$ cat src/hdl/dsb_pkg.sv
package dsb_pkg;
	localparam logic [7:0] RSP_FLAG = 8'h40;
	localparam logic [7:0] CT_SAVE = 8'h04;
	localparam logic [7:0] CT_CONTRAST = 8'h0d;
	localparam logic [7:0] CT_BACKLIGHT = 8'h0e;
	localparam logic [7:0] CT_DEVINFO = 8'h12;
	localparam logic [7:0] CT_TREPORT = 8'h13;
	localparam logic [7:0] CT_RAW = 8'h14;
	localparam logic [7:0] CT_SLOT = 8'h15;
	localparam logic [7:0] CONTRAST_MAX = 8'hc8;
	localparam logic [7:0] IDX_LIMIT = 8'h20;
	localparam logic [7:0] RD_MAX = 8'h0e;
	localparam logic [4:0] LEN_RAW_MIN = 5'h02;
	localparam logic [4:0] LEN_RAW_MAX = 5'h10;
	localparam logic [4:0] LEN_DEVINFO_RSP = 5'h09;
	localparam logic [4:0] LEN_TREPORT = 5'h04;
	localparam logic [4:0] LEN_SLOT_OFF = 5'h02;
	localparam logic [4:0] LEN_SLOT_TEMP = 5'h07;
	localparam logic [7:0] SLOT_LAST = 8'h03;
	localparam logic [7:0] SLOT_OFF = 8'h00;
	localparam logic [7:0] SLOT_TEMP = 8'h02;
	localparam logic [7:0] DIG_SHORT = 8'h03;
	localparam logic [7:0] DIG_LONG = 8'h05;
	localparam logic [7:0] COL_SHORT_MAX = 8'h0d;
	localparam logic [7:0] COL_LONG_MAX = 8'h0b;
	localparam logic [7:0] ROW_MAX = 8'h01;
	localparam logic [7:0] UNITS_MAX = 8'h01;
	localparam logic [39:0] ERR_SHORT = 40'h4552522020;
	localparam logic [39:0] ERR_LONG = 40'h4552524f52;
	////////////////////////////////////////////////////////////////////////////
	localparam logic [7:0] ADR_CTYPE = 8'h00;
	localparam logic [7:0] ADR_CLEN = 8'h04;
	localparam logic [7:0] ADR_CTRL = 8'h08;
	localparam logic [7:0] ADR_RSP = 8'h0c;
	localparam logic [7:0] ADR_CONTRAST = 8'h10;
	localparam logic [7:0] ADR_BACKLIGHT = 8'h14;
	localparam logic [7:0] ADR_TMASK = 8'h18;
	localparam logic [7:0] ADR_BOOT = 8'h1c;
	localparam logic [7:0] ADR_FOUND = 8'h20;
	localparam logic [1:0] PAGE_SLOT = 2'h0;
	localparam logic [1:0] SLOT_SUB = 2'h3;
	localparam logic [1:0] PAGE_CDAT = 2'h1;
	localparam logic [1:0] PAGE_RDAT = 2'h2;
	////////////////////////////////////////////////////////////////////////////
	localparam longint unsigned TICK_NS = 64'd1000000000;
	localparam longint unsigned CLK_NS = 64'd10;
	localparam longint unsigned TICK_CYC = TICK_NS / CLK_NS;
	////////////////////////////////////////////////////////////////////////////
	typedef enum logic [3:0] {
		ST_IDLE = 4'h0,
		ST_DEC = 4'h1,
		ST_ROM = 4'h2,
		ST_OW_RST = 4'h3,
		ST_OW_MATCH = 4'h4,
		ST_OW_ADDR = 4'h5,
		ST_OW_WR = 4'h6,
		ST_OW_RD = 4'h7,
		ST_FIN = 4'h8,
		ST_REJ = 4'h9
	} dsb_st_t;
	typedef enum logic [1:0] {
		OP_RST = 2'h0,
		OP_WR = 2'h1,
		OP_RD = 2'h2
	} dsb_op_t;
endpackage : dsb_pkg

$ cat src/hdl/dsb_cmd.sv
// Functional notes
// - Two-byte contrast: ignore first, use second
// - Reply type is command type with 0x40
// - One backlight byte sets both backlights
// - Two bytes: display first, keypad second
// - Save-boot captures contrast and backlight settings
// - Store every sensor-bus device found at power-up
// - Device-info reply: index then eight ROM bytes
// - Only supported family codes may report temperature
// - Report mask: four bytes, bit n byte k
// - Each enabled sensor reported once per second
// - Index 32 skips the addressing phase
// - Found index: match command plus stored address
// - Payload of length minus two follows address
// - Read count zero: no read; else reply
// - Four independent live-display slots refresh themselves
// - Bus CRC failure shows short or long error
//
// Our own choices: register access over Avalon-MM and the register addresses.
`timescale 1ns/10ps
`default_nettype none
module dsb_cmd #(
	parameter int unsigned TICK_CYCLES = 32'(dsb_pkg::TICK_CYC),
	parameter logic [7:0] MATCH_CMD = 8'h55,
	parameter logic [7:0] FAM_A = 8'h10, // Arbitrary value
	parameter logic [7:0] FAM_B = 8'h11 // Arbitrary value
) (
	input wire logic clk,
	input wire logic rst,
	input wire logic [7:0] avs_address,
	input wire logic avs_read,
	input wire logic avs_write,
	input wire logic [31:0] avs_writedata,
	output logic [31:0] avs_readdata,
	output logic avs_waitrequest,
	input wire logic enum_valid,
	input wire logic [4:0] enum_idx,
	input wire logic [63:0] enum_rom,
	output logic ow_req,
	output logic [1:0] ow_op,
	output logic [7:0] ow_wdata,
	input wire logic ow_ack,
	input wire logic [7:0] ow_rdata,
	input wire logic temp_valid,
	input wire logic [4:0] temp_idx,
	input wire logic [15:0] temp_value,
	input wire logic temp_crc_ok,
	output logic report_valid,
	output logic [4:0] report_idx,
	output logic slot_valid,
	output logic [1:0] slot_num,
	output logic [15:0] slot_value,
	output logic [39:0] slot_word,
	output logic slot_err,
	output logic [7:0] contrast,
	output logic [7:0] bl_lcd,
	output logic [7:0] bl_key
);
	typedef struct packed {
		dsb_pkg::dsb_st_t st;
		logic busy;
		logic rej;
		logic done;
		logic [7:0] ctype;
		logic [4:0] clen;
		logic [15:0][7:0] cdat;
		logic [7:0] rtype;
		logic [4:0] rlen;
		logic [15:0][7:0] rdat;
		logic [7:0] contrast;
		logic [7:0] bl_lcd;
		logic [7:0] bl_key;
		logic [23:0] boot;
		logic [31:0] tmask;
		logic [31:0] found;
		logic [31:0] tcap;
		logic [31:0] pend;
		logic [63:0] rom;
		logic [3:0] cnt;
		logic [3:0] sl_en;
		logic [3:0][4:0] sl_idx;
		logic [3:0] sl_dig5;
		logic [3:0][3:0] sl_col;
		logic [3:0] sl_row;
		logic [3:0] sl_units;
		logic [3:0] spend;
		logic [3:0][15:0] sval;
		logic [3:0] serr;
		logic ow_req;
		logic [1:0] ow_op;
		logic [7:0] ow_wdata;
		logic rd_ack;
		logic [31:0] rdata;
		logic rep_v;
		logic [4:0] rep_idx;
		logic sl_v;
		logic [1:0] sl_num;
		logic [15:0] sl_val;
		logic [39:0] sl_word;
		logic sl_err;
	} dsb_state_t;

	dsb_state_t s_r;
	dsb_state_t s_nxt;
	logic tick;
	logic [63:0] rom_q;

	function automatic logic [4:0] lsb5(input logic [31:0] v);
		logic [4:0] r;
		r = '0;
		for (int i = 31; i >= 0; i--) begin
			if (v[i]) begin
				r = 5'(i);
			end
		end
		return r;
	endfunction : lsb5

	// Phase after addressing: payload, then read, then done
	function automatic dsb_pkg::dsb_st_t next_phase(input logic [4:0] len, input logic [7:0] rd);
		if (len > dsb_pkg::LEN_RAW_MIN) begin
			return dsb_pkg::ST_OW_WR;
		end else if (rd != 8'h00) begin
			return dsb_pkg::ST_OW_RD;
		end
		return dsb_pkg::ST_FIN;
	endfunction : next_phase

	dsb_tick #(.CYCLES(TICK_CYCLES)) u_tick (
		.clk(clk),
		.rst(rst),
		.tick(tick)
	);

	dsb_rom_mem #(.DEPTH(32), .WIDTH(64), .AW(5)) u_rom (
		.clk(clk),
		.rst(rst),
		.we(enum_valid),
		.waddr(enum_idx),
		.wdata(enum_rom),
		.raddr(s_r.cdat[0][4:0]),
		.rdata(rom_q)
	);

	////////////////////////////////////////////////////////////////////////////
	always_comb begin
		logic [4:0] ix;
		logic [1:0] sn;
		logic geom_ok;
		ix = '0;
		sn = s_r.cdat[0][1:0];
		geom_ok = (s_r.cdat[3] == dsb_pkg::DIG_SHORT && s_r.cdat[4] <= dsb_pkg::COL_SHORT_MAX)
			|| (s_r.cdat[3] == dsb_pkg::DIG_LONG && s_r.cdat[4] <= dsb_pkg::COL_LONG_MAX);
		s_nxt = s_r;
		s_nxt.rd_ack = 1'b0;
		s_nxt.rep_v = 1'b0;
		s_nxt.sl_v = 1'b0;
		// Power-up enumeration results
		if (enum_valid) begin
			s_nxt.found[enum_idx] = 1'b1;
			s_nxt.tcap[enum_idx] = enum_rom[7:0] == FAM_A || enum_rom[7:0] == FAM_B;
		end
		// Bus slave: writes stall while a command runs
		if (avs_write && !s_r.busy) begin
			if (avs_address == dsb_pkg::ADR_CTYPE) begin
				s_nxt.ctype = avs_writedata[7:0];
			end else if (avs_address == dsb_pkg::ADR_CLEN) begin
				s_nxt.clen = avs_writedata[4:0];
			end else if (avs_address == dsb_pkg::ADR_CTRL && avs_writedata[0]) begin
				s_nxt.st = dsb_pkg::ST_DEC;
				s_nxt.busy = 1'b1;
				s_nxt.done = 1'b0;
				s_nxt.rej = 1'b0;
			end else if (avs_address[7:6] == dsb_pkg::PAGE_CDAT) begin
				s_nxt.cdat[avs_address[5:2]] = avs_writedata[7:0];
			end
		end
		if (avs_read && !s_r.rd_ack) begin
			s_nxt.rd_ack = 1'b1;
			s_nxt.rdata = '0;
			case (avs_address)
				dsb_pkg::ADR_CTYPE: s_nxt.rdata[7:0] = s_r.ctype;
				dsb_pkg::ADR_CLEN: s_nxt.rdata[4:0] = s_r.clen;
				dsb_pkg::ADR_CTRL: s_nxt.rdata[2:0] = {s_r.done, s_r.rej, s_r.busy};
				dsb_pkg::ADR_RSP: s_nxt.rdata[12:0] = {s_r.rlen, s_r.rtype};
				dsb_pkg::ADR_CONTRAST: s_nxt.rdata[7:0] = s_r.contrast;
				dsb_pkg::ADR_BACKLIGHT: s_nxt.rdata[15:0] = {s_r.bl_key, s_r.bl_lcd};
				dsb_pkg::ADR_TMASK: s_nxt.rdata = s_r.tmask;
				dsb_pkg::ADR_BOOT: s_nxt.rdata[23:0] = s_r.boot;
				dsb_pkg::ADR_FOUND: s_nxt.rdata = s_r.found;
				default: begin
					if (avs_address[7:6] == dsb_pkg::PAGE_CDAT) begin
						s_nxt.rdata[7:0] = s_r.cdat[avs_address[5:2]];
					end else if (avs_address[7:6] == dsb_pkg::PAGE_RDAT) begin
						s_nxt.rdata[7:0] = s_r.rdat[avs_address[5:2]];
					end else if (avs_address[7:6] == dsb_pkg::PAGE_SLOT
						&& avs_address[5:4] == dsb_pkg::SLOT_SUB) begin
						sn = avs_address[3:2];
						s_nxt.rdata[12:0] = {s_r.sl_units[sn], s_r.sl_row[sn], s_r.sl_col[sn],
							s_r.sl_dig5[sn], s_r.sl_idx[sn], s_r.sl_en[sn]};
						sn = s_r.cdat[0][1:0];
					end
				end
			endcase
		end
		////////////////////////////////////////////////////////////////////////
		case (s_r.st)
			dsb_pkg::ST_IDLE: begin
			end
			dsb_pkg::ST_DEC: begin
				s_nxt.rtype = s_r.ctype | dsb_pkg::RSP_FLAG;
				s_nxt.rlen = '0;
				s_nxt.cnt = '0;
				s_nxt.st = dsb_pkg::ST_REJ;
				case (s_r.ctype)
					dsb_pkg::CT_CONTRAST: begin
						if (s_r.clen == 5'h01 && s_r.cdat[0] <= dsb_pkg::CONTRAST_MAX) begin
							s_nxt.contrast = s_r.cdat[0];
							s_nxt.st = dsb_pkg::ST_FIN;
						end else if (s_r.clen == 5'h02) begin
							s_nxt.contrast = s_r.cdat[1];
							s_nxt.st = dsb_pkg::ST_FIN;
						end
					end
					dsb_pkg::CT_BACKLIGHT: begin
						if (s_r.clen == 5'h01) begin
							s_nxt.bl_lcd = s_r.cdat[0];
							s_nxt.bl_key = s_r.cdat[0];
							s_nxt.st = dsb_pkg::ST_FIN;
						end else if (s_r.clen == 5'h02) begin
							s_nxt.bl_lcd = s_r.cdat[0];
							s_nxt.bl_key = s_r.cdat[1];
							s_nxt.st = dsb_pkg::ST_FIN;
						end
					end
					dsb_pkg::CT_SAVE: begin
						if (s_r.clen == 5'h00) begin
							s_nxt.boot = {s_r.contrast, s_r.bl_lcd, s_r.bl_key};
							s_nxt.st = dsb_pkg::ST_FIN;
						end
					end
					dsb_pkg::CT_DEVINFO: begin
						if (s_r.clen == 5'h01 && s_r.cdat[0] < dsb_pkg::IDX_LIMIT) begin
							s_nxt.st = dsb_pkg::ST_ROM;
						end
					end
					dsb_pkg::CT_TREPORT: begin
						if (s_r.clen == dsb_pkg::LEN_TREPORT) begin
							s_nxt.tmask = {s_r.cdat[3], s_r.cdat[2], s_r.cdat[1], s_r.cdat[0]};
							s_nxt.st = dsb_pkg::ST_FIN;
						end
					end
					dsb_pkg::CT_RAW: begin
						if (s_r.clen >= dsb_pkg::LEN_RAW_MIN && s_r.clen <= dsb_pkg::LEN_RAW_MAX
							&& s_r.cdat[0] <= dsb_pkg::IDX_LIMIT
							&& s_r.cdat[1] <= dsb_pkg::RD_MAX) begin
							if (s_r.cdat[0] < dsb_pkg::IDX_LIMIT && s_r.found[s_r.cdat[0][4:0]]) begin
								s_nxt.st = dsb_pkg::ST_ROM;
							end else begin
								s_nxt.st = next_phase(s_r.clen, s_r.cdat[1]);
							end
						end
					end
					dsb_pkg::CT_SLOT: begin
						if (s_r.cdat[0] <= dsb_pkg::SLOT_LAST) begin
							if (s_r.cdat[1] == dsb_pkg::SLOT_OFF && s_r.clen == dsb_pkg::LEN_SLOT_OFF) begin
								s_nxt.sl_en[sn] = 1'b0;
								s_nxt.st = dsb_pkg::ST_FIN;
							end else if (s_r.cdat[1] == dsb_pkg::SLOT_TEMP
								&& s_r.clen == dsb_pkg::LEN_SLOT_TEMP
								&& s_r.cdat[2] < dsb_pkg::IDX_LIMIT && s_r.tcap[s_r.cdat[2][4:0]]
								&& geom_ok && s_r.cdat[5] <= dsb_pkg::ROW_MAX
								&& s_r.cdat[6] <= dsb_pkg::UNITS_MAX) begin
								s_nxt.sl_en[sn] = 1'b1;
								s_nxt.sl_idx[sn] = s_r.cdat[2][4:0];
								s_nxt.sl_dig5[sn] = s_r.cdat[3] == dsb_pkg::DIG_LONG;
								s_nxt.sl_col[sn] = s_r.cdat[4][3:0];
								s_nxt.sl_row[sn] = s_r.cdat[5][0];
								s_nxt.sl_units[sn] = s_r.cdat[6][0];
								s_nxt.st = dsb_pkg::ST_FIN;
							end
						end
					end
					default: begin
					end
				endcase
			end
			dsb_pkg::ST_ROM: begin
				if (s_r.ctype == dsb_pkg::CT_DEVINFO) begin
					s_nxt.rdat[0] = s_r.cdat[0];
					for (int i = 0; i < 8; i++) begin
						s_nxt.rdat[i + 1] = rom_q[8 * i +: 8];
					end
					s_nxt.rlen = dsb_pkg::LEN_DEVINFO_RSP;
					s_nxt.st = dsb_pkg::ST_FIN;
				end else begin
					s_nxt.rom = rom_q;
					s_nxt.st = dsb_pkg::ST_OW_RST;
				end
			end
			dsb_pkg::ST_OW_RST: begin
				if (ow_ack) begin
					s_nxt.st = dsb_pkg::ST_OW_MATCH;
				end
			end
			dsb_pkg::ST_OW_MATCH: begin
				if (ow_ack) begin
					s_nxt.st = dsb_pkg::ST_OW_ADDR;
				end
			end
			dsb_pkg::ST_OW_ADDR: begin
				if (ow_ack) begin
					s_nxt.cnt = s_r.cnt + 4'h1;
					if (s_r.cnt == 4'h7) begin
						s_nxt.cnt = '0;
						s_nxt.st = next_phase(s_r.clen, s_r.cdat[1]);
					end
				end
			end
			dsb_pkg::ST_OW_WR: begin
				if (ow_ack) begin
					s_nxt.cnt = s_r.cnt + 4'h1;
					if (s_r.cnt == 4'(s_r.clen - 5'h03)) begin
						s_nxt.cnt = '0;
						s_nxt.st = s_r.cdat[1] != 8'h00 ? dsb_pkg::ST_OW_RD : dsb_pkg::ST_FIN;
					end
				end
			end
			dsb_pkg::ST_OW_RD: begin
				if (ow_ack) begin
					s_nxt.rdat[s_r.cnt] = ow_rdata;
					s_nxt.cnt = s_r.cnt + 4'h1;
					if (s_r.cnt == 4'(s_r.cdat[1] - 8'h01)) begin
						s_nxt.rlen = s_r.cdat[1][4:0];
						s_nxt.st = dsb_pkg::ST_FIN;
					end
				end
			end
			dsb_pkg::ST_FIN: begin
				s_nxt.busy = 1'b0;
				s_nxt.done = 1'b1;
				s_nxt.st = dsb_pkg::ST_IDLE;
			end
			dsb_pkg::ST_REJ: begin
				s_nxt.busy = 1'b0;
				s_nxt.rej = 1'b1;
				s_nxt.rtype = '0;
				s_nxt.st = dsb_pkg::ST_IDLE;
			end
			default: begin
				s_nxt.st = dsb_pkg::ST_IDLE;
				s_nxt.busy = 1'b0;
			end
		endcase
		// Bus request follows the next state so it is registered
		s_nxt.ow_req = 1'b1;
		s_nxt.ow_op = dsb_pkg::OP_WR;
		s_nxt.ow_wdata = '0;
		case (s_nxt.st)
			dsb_pkg::ST_OW_RST: s_nxt.ow_op = dsb_pkg::OP_RST;
			dsb_pkg::ST_OW_MATCH: s_nxt.ow_wdata = MATCH_CMD;
			dsb_pkg::ST_OW_ADDR: s_nxt.ow_wdata = s_nxt.rom[{s_nxt.cnt[2:0], 3'h0} +: 8];
			dsb_pkg::ST_OW_WR: s_nxt.ow_wdata = s_nxt.cdat[s_nxt.cnt + 4'h2];
			dsb_pkg::ST_OW_RD: s_nxt.ow_op = dsb_pkg::OP_RD;
			default: s_nxt.ow_req = 1'b0;
		endcase
		////////////////////////////////////////////////////////////////////////
		// Once-a-second reports, one pulse per enabled sensor
		if (tick) begin
			s_nxt.pend = s_r.tmask & s_r.tcap;
		end else if (s_r.pend != 32'h0) begin
			ix = lsb5(s_r.pend);
			s_nxt.rep_v = 1'b1;
			s_nxt.rep_idx = ix;
			s_nxt.pend[ix] = 1'b0;
		end
		// Slot refresh: emit first, so a fresh reading wins
		if (s_r.spend != 4'h0) begin
			ix = lsb5({28'h0, s_r.spend});
			s_nxt.sl_v = 1'b1;
			s_nxt.sl_num = ix[1:0];
			s_nxt.sl_val = s_r.sval[ix[1:0]];
			s_nxt.sl_err = s_r.serr[ix[1:0]];
			s_nxt.sl_word = !s_r.serr[ix[1:0]] ? 40'h0
				: s_r.sl_dig5[ix[1:0]] ? dsb_pkg::ERR_LONG : dsb_pkg::ERR_SHORT;
			s_nxt.spend[ix[1:0]] = 1'b0;
		end
		if (temp_valid) begin
			for (int i = 0; i < 4; i++) begin
				if (s_nxt.sl_en[i] && s_nxt.sl_idx[i] == temp_idx) begin
					s_nxt.spend[i] = 1'b1;
					s_nxt.sval[i] = temp_value;
					s_nxt.serr[i] = !temp_crc_ok;
				end
			end
		end
	end

	always_ff @(posedge clk or posedge rst) begin
		if (rst) begin
			s_r <= '0;
		end else begin
			s_r <= s_nxt;
		end
	end

	assign avs_waitrequest = (avs_read && !s_r.rd_ack) || (avs_write && s_r.busy);
	assign avs_readdata = s_r.rdata;
	assign ow_req = s_r.ow_req;
	assign ow_op = s_r.ow_op;
	assign ow_wdata = s_r.ow_wdata;
	assign report_valid = s_r.rep_v;
	assign report_idx = s_r.rep_idx;
	assign slot_valid = s_r.sl_v;
	assign slot_num = s_r.sl_num;
	assign slot_value = s_r.sl_val;
	assign slot_word = s_r.sl_word;
	assign slot_err = s_r.sl_err;
	assign contrast = s_r.contrast;
	assign bl_lcd = s_r.bl_lcd;
	assign bl_key = s_r.bl_key;

	////////////////////////////////////////////////////////////////////////////
	reply_type_a: assert property (@(posedge clk) disable iff (rst)
		s_r.st == dsb_pkg::ST_FIN |-> s_r.rtype == (s_r.ctype | dsb_pkg::RSP_FLAG) ##1 s_r.done)
		else $error("reply type not command type with 0x40");
	contrast_fine_a: assert property (@(posedge clk) disable iff (rst)
		s_r.st == dsb_pkg::ST_DEC && s_r.ctype == dsb_pkg::CT_CONTRAST && s_r.clen == 5'h02
		|=> s_r.contrast == $past(s_r.cdat[1]) && s_r.st == dsb_pkg::ST_FIN)
		else $error("two-byte contrast not taken from second byte");
	backlight_both_a: assert property (@(posedge clk) disable iff (rst)
		s_r.st == dsb_pkg::ST_DEC && s_r.ctype == dsb_pkg::CT_BACKLIGHT && s_r.clen == 5'h01
		|=> s_r.bl_lcd == $past(s_r.cdat[0]) && s_r.bl_key == $past(s_r.cdat[0]))
		else $error("one-byte backlight not applied to both");
	devinfo_reply_a: assert property (@(posedge clk) disable iff (rst)
		s_r.st == dsb_pkg::ST_ROM && s_r.ctype == dsb_pkg::CT_DEVINFO
		|=> s_r.rlen == dsb_pkg::LEN_DEVINFO_RSP && s_r.rdat[1] == $past(rom_q[7:0]))
		else $error("device info reply malformed");
	raw_noaddr_a: assert property (@(posedge clk) disable iff (rst)
		s_r.st == dsb_pkg::ST_DEC && s_r.ctype == dsb_pkg::CT_RAW && s_r.cdat[0] == 8'h20
		|=> s_r.st != dsb_pkg::ST_ROM && s_r.st != dsb_pkg::ST_OW_RST)
		else $error("address phase run for index 32");
	report_cap_a: assert property (@(posedge clk) disable iff (rst)
		report_valid |-> s_r.tcap[report_idx] && s_r.tmask[report_idx])
		else $error("report for unsupported or disabled sensor");
	reject_keep_a: assert property (@(posedge clk) disable iff (rst)
		s_r.st == dsb_pkg::ST_DEC ##1 s_r.st == dsb_pkg::ST_REJ
		|-> $stable(s_r.tmask) && $stable(s_r.contrast) && $stable(s_r.sl_en))
		else $error("rejected request changed a setting");
	slot_err_a: assert property (@(posedge clk) disable iff (rst)
		slot_valid && slot_err |-> slot_word == (s_r.sl_dig5[slot_num] ? dsb_pkg::ERR_LONG
			: dsb_pkg::ERR_SHORT))
		else $error("error word wrong for slot width");
	read_done_a: assert property (@(posedge clk) disable iff (rst)
		s_r.st == dsb_pkg::ST_OW_RD ##1 s_r.st == dsb_pkg::ST_FIN
		|-> s_r.rlen == s_r.cdat[1][4:0] ##2 !s_r.busy)
		else $error("read reply length wrong");
endmodule : dsb_cmd
`default_nettype wire

$ cat src/hdl/dsb_rom_mem.sv
`timescale 1ns/10ps
`default_nettype none
module dsb_rom_mem #(
	parameter int unsigned DEPTH = 32,
	parameter int unsigned WIDTH = 64,
	parameter int unsigned AW = 5
) (
	input wire logic clk,
	input wire logic rst,
	input wire logic we,
	input wire logic [AW-1:0] waddr,
	input wire logic [WIDTH-1:0] wdata,
	input wire logic [AW-1:0] raddr,
	output logic [WIDTH-1:0] rdata
);
	logic [WIDTH-1:0] mem [DEPTH];

	always_ff @(posedge clk) begin
		if (we) begin
			mem[waddr] <= wdata;
		end
	end

	// Read data always comes out of a register
	always_ff @(posedge clk or posedge rst) begin
		if (rst) begin
			rdata <= '0;
		end else begin
			rdata <= mem[raddr];
		end
	end
endmodule : dsb_rom_mem
`default_nettype wire

$ cat src/hdl/dsb_tick.sv
`timescale 1ns/10ps
`default_nettype none
module dsb_tick #(
	parameter int unsigned CYCLES = 100
) (
	input wire logic clk,
	input wire logic rst,
	output logic tick
);
	typedef struct packed {
		logic [31:0] cnt;
		logic tick;
	} dsb_tick_t;
	dsb_tick_t s_r;
	dsb_tick_t s_nxt;

	always_comb begin
		s_nxt = s_r;
		s_nxt.tick = 1'b0;
		if (s_r.cnt == 32'(CYCLES - 1)) begin
			s_nxt.cnt = '0;
			s_nxt.tick = 1'b1;
		end else begin
			s_nxt.cnt = s_r.cnt + 32'h1;
		end
	end

	always_ff @(posedge clk or posedge rst) begin
		if (rst) begin
			s_r <= '0;
		end else begin
			s_r <= s_nxt;
		end
	end
	assign tick = s_r.tick;
endmodule : dsb_tick
`default_nettype wire
$ cat config.mk
export PLATFORM = sky130hd
export DESIGN_NAME = dsb_cmd
export DESIGN_NICKNAME = d
export VERILOG_FILES = /design/src/hdl/dsb_pkg.sv /design/src/hdl/dsb_cmd.sv /design/src/hdl/dsb_rom_mem.sv /design/src/hdl/dsb_tick.sv
export SDC_FILE = /design/constraint.sdc
export NUM_CORES = 2
export LEC_CHECK = 0
export BUFFER_PORTS_ARGS = -buffer_cell sky130_fd_sc_hd__clkbuf_2
export CAP_MARGIN = 0
export CORE_ASPECT_RATIO = 0.5
export CORE_MARGIN = 8
export CORE_UTILIZATION = 35
export CTS_CLUSTER_DIAMETER = 80
export DETAILED_ROUTE_END_ITERATION = 7
export PLACE_DENSITY = 0.51
export SYNTH_ARGS = -nofsm -noshare
export SYNTH_HDL_FRONTEND = slang
export SYNTH_HIERARCHICAL = 1
export SYNTH_SLANG_ARGS = --single-unit
export TNS_END_PERCENT = 50
$ cat constraint.sdc
create_clock -name clk -period 26 [get_ports clk]
set_input_delay 1.3 -clock clk [delete_from_list [all_inputs] [get_ports clk]]
set_output_delay 1.3 -clock clk [all_outputs]
set_load 0.03 [all_outputs]
==> impl_metrics.tcl <==
set metrics [dict create \
    fin_nets 7364 \
    grtUsageTotal_pct 19.5 \
    outcome "completed" \
    routed_wl_um 362000 \
    pwr_density_cell_mw_per_mm2 76.0 \
    synth_edf_count 2048 \
    grt_max_degree 157 \
    multiInputGateArea_mm2 0.0349 \
    gp_congestion 0.882 \
    hold_class "input pin to async pin" \
    combPwrFrac_pct 9.3 \
    critical_path_class "flip-flop to flip-flop" \
    finalCoreUtilization_pct 39.6 \
    max_freq_mhz 180 \
    ys_types 98 \
    syn2layout_area_growth_pct 12.3 \
    syn_avg_cell_area_um2 17.0 \
    rsz0062_at_grt "false" \
    drtIter0Drc 6916 \
    clock_skew_ns 0.0671 \
    path_clk_slew_ns 0.07 \
    syn-cell-area_mm2 0.120 \
    fin_crit_ns 5.57 \
    critPathLaunchType "flip-flop" \
    ios 280 \
    dp_hpwl_um 212000 \
    wl_per_cell_um 30.3 \
    cts_tree "built" \
    finalSetupViolCount 0 \
    coreArea_mm2 0.339 \
    slowest_delay_ns 0.91 \
    dominantRegCellSynth "edfxtp_1" \
    required_ns 26.65 \
    initial_utilization_pct 35.2 \
    num_vias 66800 \
    yosysTopAreaCellShare_pct 51.4 \
    synth.area.top_cells "edfxtp_1 (51%), dfrtp_1 (17%), mux4_2 (13%)" \
    layout-drive-gt1-share_pct 27.2 \
    netlist_top_cells_count "edfxtp_1 (2048), dfrtp_1 (826), mux4_2 (712)" \
    syn_inst 7040 \
    intPower_mw 7.73 \
    fillerInstances 30800 \
    cts_root_buf "clkbuf_16" \
    cts_sinks 2874 \
    yosysMostFrequentCell "edfxtp_1" \
    ys_ff_latch 2874 \
    p_leak_nw 47.1 \
    seq_area_frac_synth_pct 68.7 \
    overflow 0 \
    fin_crit_sh_pct 21.4 \
    power_mw 10.2 \
    critPathTopFamily "simple AND/OR/NAND/NOR gates" \
    grt_pass1_vias 66400 \
    cap_violations 0 \
    crit_chain "buf_4 -> mux4_2 -> mux2i_1 -> mux4_2 -> nor4_2 -> o2bb2ai_1 -> nor3_4 -> and2_2 -> nand2_1 -> o41ai_1" \
    seqCellArea_mm2 0.0822 \
    die_h_um 429 \
    finalHoldViolCount 0 \
    tightest_slew_ns 1.18 \
    worst-path-buf-inv 1 \
    cts_setup_buffers 0 \
    seqPwrFrac_pct 50.8 \
    clockPowerShare_pct 39.9 \
    relSlewSlack_pct 20.8 \
    drc 0 \
    first_pass_iters 6 \
    cts_made_buffers 283 \
    yosysTopAreaCell "edfxtp_1" \
    avgViaCountPerCell 5.60 \
    antenna_left 0 \
    drv_slew 0 \
    crit_path_end_kind "flip-flop" \
    synth_warnings 6 \
    antenna_found_initial 48 \
    irDropWorstVdd_mv 0.0527 \
    power_switching_mw 2.47 \
    holdBufCountCts 0 \
    cp_common_cell "mux4_2" \
    portBuffers 234 \
    ctsHtreeMaxLevel 5 \
    arrival_ns 6.22 \
    critical_path.slowest_cell "nor4_2" \
    worstSkewPairLatency_ns 0.90 \
    grt_pass1_wl_um 516000 \
    crit_path_max_fanout 11 \
    fin_tns_setup_ns 0 \
    clock_path_buffers 4 \
    swShare_pct 24.2 \
    async_flop_share_pct 28.7 \
    rows 151 \
    fp.dieArea_mm2 0.362 \
    die_w_um 843 \
    post_cts_resized 0 \
]
-- cells by family after synthesis --
family | Yosys count | synth area share [%]
AND/OR/NAND/NOR | 1453 | 5.58
XOR/XNOR | 52 | 0.393
adder cells (fa/ha/maj) | 12 | 0.126
other | 1 | 0.00314
buffers and inverters | 596 | 2.45
flip-flops | 2874 | 68.7
multiplexers | 1259 | 18.5
AO/OA/AOI/OAI | 793 | 4.27
-- power groups by stage --
stage	clock network, mW	registers, mW	logic [mW]
CTS	4.17	5.18	0.960
global placement	0	5.28	0.957
finish	4.07	5.18	0.949
global route	4.34	5.19	1.01
detailed placement	0	5.28	0.957
floorplan	0	5.18	0.642
-- placed cells by master, fill, tap and decap left out, drive strengths merged, types with 59 or more instances in the layout --
| cell | Yosys | routed |
|---|---|---|
| clkbuf | 274 | 603 |
| dfrtp | 826 | 826 |
| buf | 266 | 169 |
| nand3 | 76 | 76 |
| mux4 | 712 | 712 |
| nor3 | 73 | 73 |
| nor2 | 355 | 355 |
| o21ai | 263 | 263 |
| nand2 | 638 | 638 |
| clkinv | 1 | 77 |
| a22oi | 59 | 59 |
| inv | 55 | 63 |
| mux2 | 418 | 418 |
| a21oi | 172 | 172 |
| edfxtp | 2048 | 2048 |
| mux2i | 129 | 129 |
-- layout make-up --
cell class                      instances  area share, %
Multi-Input combinational cell       3590           26.0
Clock buffer                          371           5.72
Tap cell                             4513           4.20
Inverter                               56          0.167
Timing Repair Buffer                  401           1.87
Antenna cell                           16         0.0298
Clock inverter                        113          0.857
Sequential cell                      2874           61.2
-- per-layer routing --
| layer | vias up | share of wire, % | global-route usage, % |
|---|---|---|---|
| li1 | 27900 | - | - |
| met1 | 36200 | 45 | 28.0 |
| met2 | 2231 | 47 | 30.9 |
| met3 | 485 | 6.1 | 3.19 |
| met4 | 6 | 2.5 | 4.83 |
| met5 | - | 0.0097 | 0 |
-- flip-flops by register name (all words and copies together) (netlist names) --
signal and flops:
avs_readdata 32, bl_key 8, bl_lcd 8, contrast 8, ow_op 2, ow_req 1, ow_wdata 8, report_idx 5
report_valid 1, s_r 634, slot_num 2, slot_valid 1, slot_value 16, slot_word 3, u_rom/mem 2048, u_rom/rdata 64
u_tick/s_r 32, u_tick/tick 1
-- path summary, 6_finish.rpt --
path / startpoint / end / slack, ns / cells past startpoint
max in group asynchronous: rst / s_r[158] / 21.49 / 6
min in group clk: s_r[251] / s_r[251] / 0.47 / 2
hold reg to reg: s_r[251] / s_r[251] / 0.47 / 2
hold / removal: rst / u_rom/rdata[35] / 0.43 / 2
setup / recovery: s_r[636] / ow_wdata[1] / 20.43 / 10
setup reg to reg: s_r[636] / ow_wdata[1] / 20.43 / 10
-- worst register-to-register path: stages (launching register included) --
cell and delay, ns:
dfrtp_1 0.59, buf_4 0.38, mux4_2 0.28, mux2i_1 0.19
mux4_2 0.63, nor4_2 0.92, o2bb2ai_1 0.25, nor3_4 0.70
and2_2 0.39, nand2_1 0.22, o41ai_1 0.81
-- stage by stage --
step	instances	area, µm²	hold WS, ns	setup slack, ns
floorplan	7060	120000	0.440	4.25
global placement	11400	125000	0.457	20.05
detailed placement	11400	125000	0.460	20.07
CTS	11900	134000	0.359	20.43
global route	11900	134000	0.395	20.15
finish	11900	134000	0.426	20.43
Power figures use the tool's default switching activity.
